<file path="config.mk">
export PLATFORM = sky130hd
export DESIGN_NAME = cwg_wave_gen
export DESIGN_NICKNAME = d
export VERILOG_FILES = /design/src/rtl/cwg_pkg.sv /design/src/rtl/cwg_wave_gen.sv
export SDC_FILE = /design/constraint.sdc
export NUM_CORES = 1
export LEC_CHECK = 0
export BUFFER_PORTS_ARGS = -buffer_cell sky130_fd_sc_hd__buf_2
export CORE_AREA = 2 2 170 172
export DETAILED_ROUTE_END_ITERATION = 7
export DIE_AREA = 0 0 172 174
export GPL_TIMING_DRIVEN = 0
export PLACE_DENSITY = 0.73
export SYNTH_ARGS = -nofsm -noshare
export SYNTH_HDL_FRONTEND = slang
export SYNTH_HIERARCHICAL = 1
export SYNTH_SLANG_ARGS = --single-unit
</file>
<file path="constraint.sdc">
create_clock -name hclk -period 2.3 [get_ports hclk]
set_input_delay 0.575 -clock hclk [delete_from_list [all_inputs] [get_ports hclk]]
set_output_delay 0.575 -clock hclk [all_outputs]
set_load 0.01 [all_outputs]
</file>
<file path="src/rtl/cwg_pkg.sv">
// Package for the phase-delayed continuous-wave generator.
// Assumes one 250 MHz clock shared by bus and wave logic.
package cwg_pkg;
  localparam int CWG_CHANNELS = 8;
  localparam int CWG_LATENCY = 2;
  localparam logic [1:0] CWG_LAT_LAST = 2'h1;
  // Register byte addresses
  localparam logic [7:0] CWG_ADDR_DELAY0 = 8'h00;
  localparam logic [7:0] CWG_ADDR_MASK = 8'h20;
  localparam logic [7:0] CWG_ADDR_DIVISOR = 8'h24;
  localparam logic [7:0] CWG_ADDR_CTRL = 8'h28;
  localparam logic [7:0] CWG_ADDR_STATUS = 8'h2c;
  localparam int CWG_CTRL_RUN_BIT = 0;
  localparam int CWG_CTRL_EN_BIT = 1;
  localparam logic [7:0] CWG_RESET_BYTE = 8'h00;
  localparam logic [1:0] CWG_CTRL_RESET = 2'h2;
  localparam logic [8:0] CWG_MAX_HALF = 9'h100;
  localparam logic [1:0] CWG_HTRANS_NONSEQ = 2'h2;
  localparam logic [2:0] CWG_HSIZE_WORD = 3'h2;

  typedef enum logic [3:0] {
    CWG_IDLE = 4'h1,
    CWG_COUNT = 4'h2,
    CWG_HIGH = 4'h4,
    CWG_LOW = 4'h8
  } cwg_chan_state_t;

  // Drive for one channel pin: level and active-low output enable
  typedef struct packed {
    logic level;
    logic oe_n;
  } cwg_pin_t;

  typedef struct packed {
    logic [7:0] mask;
    logic [7:0] divisor;
    logic run;
    logic enable;
  } cwg_cfg_t;
endpackage

</file>
<file path="src/rtl/cwg_wave_gen.sv">
// Eight-channel phase-delayed square wave generator with AHB-Lite registers.
// Assumes hclk is the transmit clock; pins resolved outside from oe_n.
// Operation
// RL1: Configure divisor, delays, mask first; sequence starts only on run rising.
// RL2: Delay countdown starts two clocks after run rises.
// RL3: Counter decrements to zero; next edge drives positive rail.
// RL4: Positive rail held divisor cycles, then negative rail.
// RL5: Negative rail held divisor cycles, then positive again, repeating.
// RL6: Run low stops every channel and floats its output.
// RL7: Each channel counts independently from one shared run start.
// RL8: Controller sets mask bit one for channels that must not drive.
// RL9: Controller holds enable high, other controls low before configuring.
// RL10: Controller raises run only when the whole system is ready.
// RL11: Outputs float while idle, during latency and countdown, or masked.
// RL12: Divisor zero means half period 256, period 512.
// RL13: Mask bit one disables channel and floats it; zero enables.
// RL14: Reset or enable low clears divisor, delays and mask.
// RL15: Eight-bit delay; output starts delay plus three clocks after run.
`timescale 1ns/1ns
module cwg_chan
  import cwg_pkg::*;
(
  input wire logic hclk,
  input wire logic hresetn,
  input wire logic go,
  input wire logic run,
  input wire logic masked,
  input wire logic [7:0] delay,
  input wire logic [8:0] half,
  output cwg_pin_t pin
);
  cwg_chan_state_t state, next_state;
  logic [8:0] cnt, next_cnt;
  cwg_pin_t next_pin;

  always_comb
  begin
    next_state = state;
    next_cnt = cnt;
    unique case (state)
      CWG_IDLE:
      begin
        if (go && !masked) // RL13
        begin
          next_state = CWG_COUNT;
          next_cnt = {1'b0, delay}; // RL7
        end
      end
      CWG_COUNT:
      begin
        if (cnt == 9'h000) // RL3
        begin
          next_state = CWG_HIGH;
          next_cnt = half - 9'h001;
        end
        else
        begin
          next_cnt = cnt - 9'h001; // RL3
        end
      end
      CWG_HIGH:
      begin
        if (cnt == 9'h000) // RL4
        begin
          next_state = CWG_LOW;
          next_cnt = half - 9'h001;
        end
        else
        begin
          next_cnt = cnt - 9'h001;
        end
      end
      CWG_LOW:
      begin
        if (cnt == 9'h000) // RL5
        begin
          next_state = CWG_HIGH;
          next_cnt = half - 9'h001;
        end
        else
        begin
          next_cnt = cnt - 9'h001;
        end
      end
      default:
      begin
        next_state = CWG_IDLE;
      end
    endcase
    if (!run || masked) // RL6
    begin
      next_state = CWG_IDLE;
    end
    // Drive only in the wave states; float otherwise
    next_pin.level = (next_state == CWG_HIGH);
    next_pin.oe_n = !((next_state == CWG_HIGH) || (next_state == CWG_LOW)); // RL11
  end

  always_ff @(posedge hclk or negedge hresetn)
  begin
    if (!hresetn)
    begin
      state <= CWG_IDLE;
      cnt <= 9'h000;
      pin <= '{level: 1'b0, oe_n: 1'b1};
    end
    else
    begin
      state <= next_state;
      cnt <= next_cnt;
      pin <= next_pin;
    end
  end
endmodule

module cwg_wave_gen
  import cwg_pkg::*;
(
  input wire logic hclk,
  input wire logic hresetn,
  input wire logic hsel,
  input wire logic [31:0] haddr,
  input wire logic [1:0] htrans,
  input wire logic hwrite,
  input wire logic [2:0] hsize,
  input wire logic [31:0] hwdata,
  input wire logic hready,
  output logic [31:0] hrdata,
  output logic hreadyout,
  output logic hresp,
  output cwg_pin_t [7:0] wave_out
);
  logic [7:0] channel_start_delay [CWG_CHANNELS];
  logic [7:0] next_delay [CWG_CHANNELS];
  cwg_cfg_t cfg, next_cfg;
  logic wr_pend, next_wr_pend;
  logic [7:0] wr_addr, next_wr_addr;
  logic [31:0] next_hrdata;
  logic run_q, next_run_q;
  logic [1:0] lat, next_lat;
  logic go;
  logic [8:0] half;
  logic addr_ok;

  assign hreadyout = 1'b1;
  assign hresp = 1'b0;
  assign addr_ok = hsel && hready && (htrans == CWG_HTRANS_NONSEQ) && (hsize == CWG_HSIZE_WORD);
  // Zero divisor selects the longest half period
  assign half = (cfg.divisor == CWG_RESET_BYTE) ? CWG_MAX_HALF : {1'b0, cfg.divisor}; // RL12

  always_comb
  begin
    next_cfg = cfg;
    next_delay = channel_start_delay;
    next_wr_pend = addr_ok && hwrite;
    next_wr_addr = addr_ok ? haddr[7:0] : wr_addr;
    next_hrdata = 32'h0000_0000;
    if (wr_pend)
    begin
      if (wr_addr < CWG_ADDR_MASK && wr_addr[1:0] == 2'h0)
      begin
        next_delay[wr_addr[4:2]] = hwdata[7:0]; // RL15
      end
      unique case (wr_addr)
        CWG_ADDR_MASK: next_cfg.mask = hwdata[7:0];
        CWG_ADDR_DIVISOR: next_cfg.divisor = hwdata[7:0];
        CWG_ADDR_CTRL:
        begin
          next_cfg.run = hwdata[CWG_CTRL_RUN_BIT];
          next_cfg.enable = hwdata[CWG_CTRL_EN_BIT];
        end
        default: next_cfg.run = next_cfg.run;
      endcase
    end
    if (!next_cfg.enable) // RL14
    begin
      next_cfg.mask = CWG_RESET_BYTE;
      next_cfg.divisor = CWG_RESET_BYTE;
      next_cfg.run = 1'b0;
      for (int i = 0; i < CWG_CHANNELS; i++)
      begin
        next_delay[i] = CWG_RESET_BYTE;
      end
    end
    if (addr_ok && !hwrite)
    begin
      if (haddr[7:0] < CWG_ADDR_MASK && haddr[1:0] == 2'h0)
      begin
        next_hrdata = {24'h000000, channel_start_delay[haddr[4:2]]};
      end
      else
      begin
        unique case (haddr[7:0])
          CWG_ADDR_MASK: next_hrdata = {24'h000000, cfg.mask};
          CWG_ADDR_DIVISOR: next_hrdata = {24'h000000, cfg.divisor};
          CWG_ADDR_CTRL: next_hrdata = {30'h0, cfg.enable, cfg.run};
          CWG_ADDR_STATUS:
          begin
            for (int i = 0; i < CWG_CHANNELS; i++)
            begin
              next_hrdata[i] = !wave_out[i].oe_n;
            end
          end
          default: next_hrdata = 32'h0000_0000;
        endcase
      end
    end
    // Latency counter armed on run rising edge only
    next_run_q = cfg.run;
    next_lat = lat;
    if (cfg.run && !run_q) // RL1
    begin
      next_lat = CWG_LAT_LAST;
    end
    else if (lat != 2'h0)
    begin
      next_lat = lat - 2'h1; // RL2
    end
    if (!cfg.run)
    begin
      next_lat = 2'h0;
    end
  end

  // Pulse one clock after run rises
  assign go = cfg.run && (lat == 2'h1); // RL2

  always_ff @(posedge hclk or negedge hresetn)
  begin
    if (!hresetn)
    begin
      cfg <= '{mask: 8'h00, divisor: 8'h00, run: 1'b0, enable: 1'b1};
      for (int i = 0; i < CWG_CHANNELS; i++)
      begin
        channel_start_delay[i] <= 8'h00; // RL14
      end
      wr_pend <= 1'b0;
      wr_addr <= 8'h00;
      hrdata <= 32'h0000_0000;
      run_q <= 1'b0;
      lat <= 2'h0;
    end
    else
    begin
      cfg <= next_cfg;
      channel_start_delay <= next_delay;
      wr_pend <= next_wr_pend;
      wr_addr <= next_wr_addr;
      hrdata <= next_hrdata;
      run_q <= next_run_q;
      lat <= next_lat;
    end
  end

  for (genvar g = 0; g < CWG_CHANNELS; g++)
  begin : g_chan
    cwg_chan u_chan (
      .hclk(hclk),
      .hresetn(hresetn),
      .go(go),
      .run(cfg.run), // RL6
      .masked(cfg.mask[g]), // RL13
      .delay(channel_start_delay[g]),
      .half(half),
      .pin(wave_out[g])
    );
  end
endmodule

</file>
==> results.yml <==
cts:
  clockBufferDepth: 3
  htree_levels: 1
  cts_made_buffers: 26
  cts_tree: "done"
  clkTransAtPathRegs_ns: 0.06
  cts_root_buf: "clkbuf_16"
  clock-sinks: 222
  holdBufCountCts: 0
  insertion_delay_ns: 0.54
sta:
  timing.final.crit_share: 1.03
  max_freq_mhz: 424
  period_minus_slack_ns: 2.36
  holdWs_ns: 0.0690
  maxSlewViolCount: 0
  rsz0062_at_grt: "yes"
  fin_skew_ns: 0.0216
  tightestPinTransition_ns: 0.872
  setup-violations-final: 26
  max_slew_margin: 0.418
  timing.final.hold_violations: 0
  worst_slack_ns: -0.0581
final_layout:
  drive_above_1_share: 0.294
  syn2layout_area_growth_pct: 21.4
  insertedDiodeCount: 0
  fin_cells: 1972
  fin_nets: 1654
  nFillCells: 2326
synthesis:
  synth-seq-area-share: 0.401
  async_flop_share: 1.00
  synth-adder-area-share: 0.00899
  syn-mean-instance-area_um2: 9.98
  synth_edf_count: 0
  synth_cell_type_count: 68
  synth_xor_xnor_area_share: 0.0157
  netlist_instances: 1394
  synth-simple-area-share: 0.178
  yosysWarnings: 6
  netlist_top_cells_area: "dfrtp_1 37%, o2bb2ai_1 4.0%, dfstp_2 3.2%"
  synth-seq-cells: 222
  synth_flop_cell: "dfrtp_1"
  synth_top_area_cell: "dfrtp_1"
  synth_compound_area_frac: 0.252
  synth_top_family_by_area: "compound AO/OA/AOI/OAI gates"
  synthMuxAreaShare: 0.0904
  synth_top_area_share: 0.369
  netlist_area_um2: 13900
critical_path:
  path_delay_family: "simple AND/OR/NAND/NOR gates"
  crit_path_cell_trace: "or4_1, buf_2, nor3_4, nand2_1, o2bb2ai_1"
  crit_path_max_fanout: 8
  critPathSlowestCell: "or4_1"
  cp.required_ns: 2.75
  cp.buffers_inverters: 1
  cp_data_arrival_time_ns: 2.81
  path_class: "register to register"
  cp-start-kind: "register"
  end_kind: "register"
  max_stage_delay_ns: 0.52
detailed_routing:
  routedWlPerCell_um: 21.1
  routed_wl_um: 41600
  dr.pass1.iters: 5
  drt.antenna.violating_nets: 0
  drc_errors: 0
  drt-vias-per-instance: 6.45
  drt_iter0_markers: 1372
  vias: 12700
global_route:
  grt_max_degree: 113
  antenna_found_initial: 0
  grt_overflow: 0
  track_usage: 0.276
  first_global_vias: 11900
  grt_pass1_wl_um: 65600
floorplanning:
  die_w_um: 172
  dieArea_um2: 29900
  row_count: 62
  ioPinCount: 124
  core_um2: 28200
  die_h_um: 174
  start_util: 0.493
power_and_ir_drop:
  powerDensity_nw_per_um2: 581
  irDropWorstVdd_uv: 500
  p_leak_nw: 7.54
min_path:
  hold_path_class: "primary input to async pin"
run:
  drv_cap: 0
outcome:
  violations: "negative setup slack"
  status: "complete, but fails checks"
placed_design:
  dp_hpwl_um: 27100
  gp_congestion: 0.972
  dp_cells: 1850
  port_buffers: 46
metrics by stage:
step | utilization | total power, W | TNS (ns) | worst slack (ns) | area, um2
floorplan | - | 0.00508 | -0.0168 | -0.0168 | 14200
global placement | 0.528 | 0.00539 | -737.81 | -3.24 | 14900
detailed placement | 0.530 | 0.00542 | -46.68 | -0.836 | 15000
CTS | 0.587 | 0.00977 | -0.0549 | -0.0319 | 16600
global route | 0.598 | 0.0102 | -4.11 | -0.109 | 16900
finish | 0.598 | 0.00982 | -0.699 | -0.0581 | 16900
placed cells by master (no fill, tap or decap), types with 18 or more instances in the layout:
cell type and n:
mux2_2 37, o2bb2ai_1 64, nor2b_1 26, conb_1 26, nor2_1 94, nand3_1 33
nand2b_1 18, dfrtp_1 174, a211oi_1 31, clkbuf_16 27, o21ai_0 58, buf_2 56
mux2i_1 39, a41oi_1 24, inv_1 35, or3_1 18, mux4_2 18, buf_4 112
clkbuf_1 26, a21oi_1 59, nand2_1 66, dfrtp_2 30, and3_1 19
what timing repair did:
item | in CTS | in global routing
endpoints found under the setup margin | 134 | 92
pin swaps | 53 | 25
gates resized for setup | 81 | 53
buffers inserted | 69 | 16
registers in the layout, indices dropped and copies added (netlist names), 2 cells and up:
name                 flops
g_chan.u_chan/state     32
lat                      2
wr_addr                  8
hrdata                   8
cfg                     17
g_chan.u_chan/cnt       72
channel_start_delay     64
g_chan.u_chan/pin       16
per-layer routing:
layer	wire, um	GRT usage
met1	17600	0.392
met2	18300	0.410
met3	3750	0.0544
met4	1870	0.118
met5	0	0
Yosys cell counts, drive strengths merged (9+ instances only):
library cell and n:
inv 42, mux2 40, o31ai 17, or4 19
o32ai 16, o2bb2ai 64, mux2i 39, buf 64
o22ai 16, a311o 16, o21bai 16, o41ai 16
nand2b 18, a41o 9, nor4 33, ha 10
and3 27, nor2 102, nand2 69, nand3 34
nor3 27, o21ai 75, a22o 10, a41oi 24
nand3b 12, mux4 18, xor2 17, nand4b 9
nor2b 26, a211oi 32, clkbuf 39, dfstp 17
a21oi 75, or3 26, a211o 16, dfrtp 205
area by class of cell:
class	instances	area [um2]	area share
multi-input cells	1051	8280	0.490
clock inverters	11	124	0.00733
clock buffers	35	756	0.0447
well taps	384	480	0.0284
plain buffers	94	557	0.0330
flip-flops and latches	222	5620	0.333
inverters	42	158	0.00933
repair buffers	133	921	0.0545
path summary, 6_finish.rpt:
kind	startpoint	to	slack (ns)	depth (start not counted)
max	wr_addr[1]$_DFFE_PN0N_	channel_start_delay[18]$_DFFE_PN0P_	-0.06	5
min	hresetn	lat[1]$_DFFE_PN0P_	0.07	1
max reg2reg	wr_addr[1]$_DFFE_PN0N_	channel_start_delay[18]$_DFFE_PN0P_	-0.06	5
min reg2reg	run_q$_DFF_PN0_	lat[0]$_DFFE_PN0P_	0.45	1
max in group asynchronous	hresetn	g_chan[5].u_chan/cnt[2]$_DFFE_PN0P_	1.08	2
min in group hclk	hwrite	wr_pend$_DFF_PN0_	0.26	2
power by group:
part / leakage [nW] / internal [W] / switching (W)
clock network: 0.425 / 0.00253 / 0.00169
logic: 4.16 / 0.000613 / 0.000904
registers: 2.95 / 0.00399 / 0.0000975
total: 7.54 / 0.00713 / 0.00269
cells by family after synthesis:
family	Yosys count
AO/OA/AOI/OAI	464
other	2
buffers and inverters	145
adder cells (fa/ha/maj)	10
AND/OR/NAND/NOR	429
flip-flops	222
multiplexers	97
XOR/XNOR	25
Note: power is estimated with default switching activity, not from simulation.
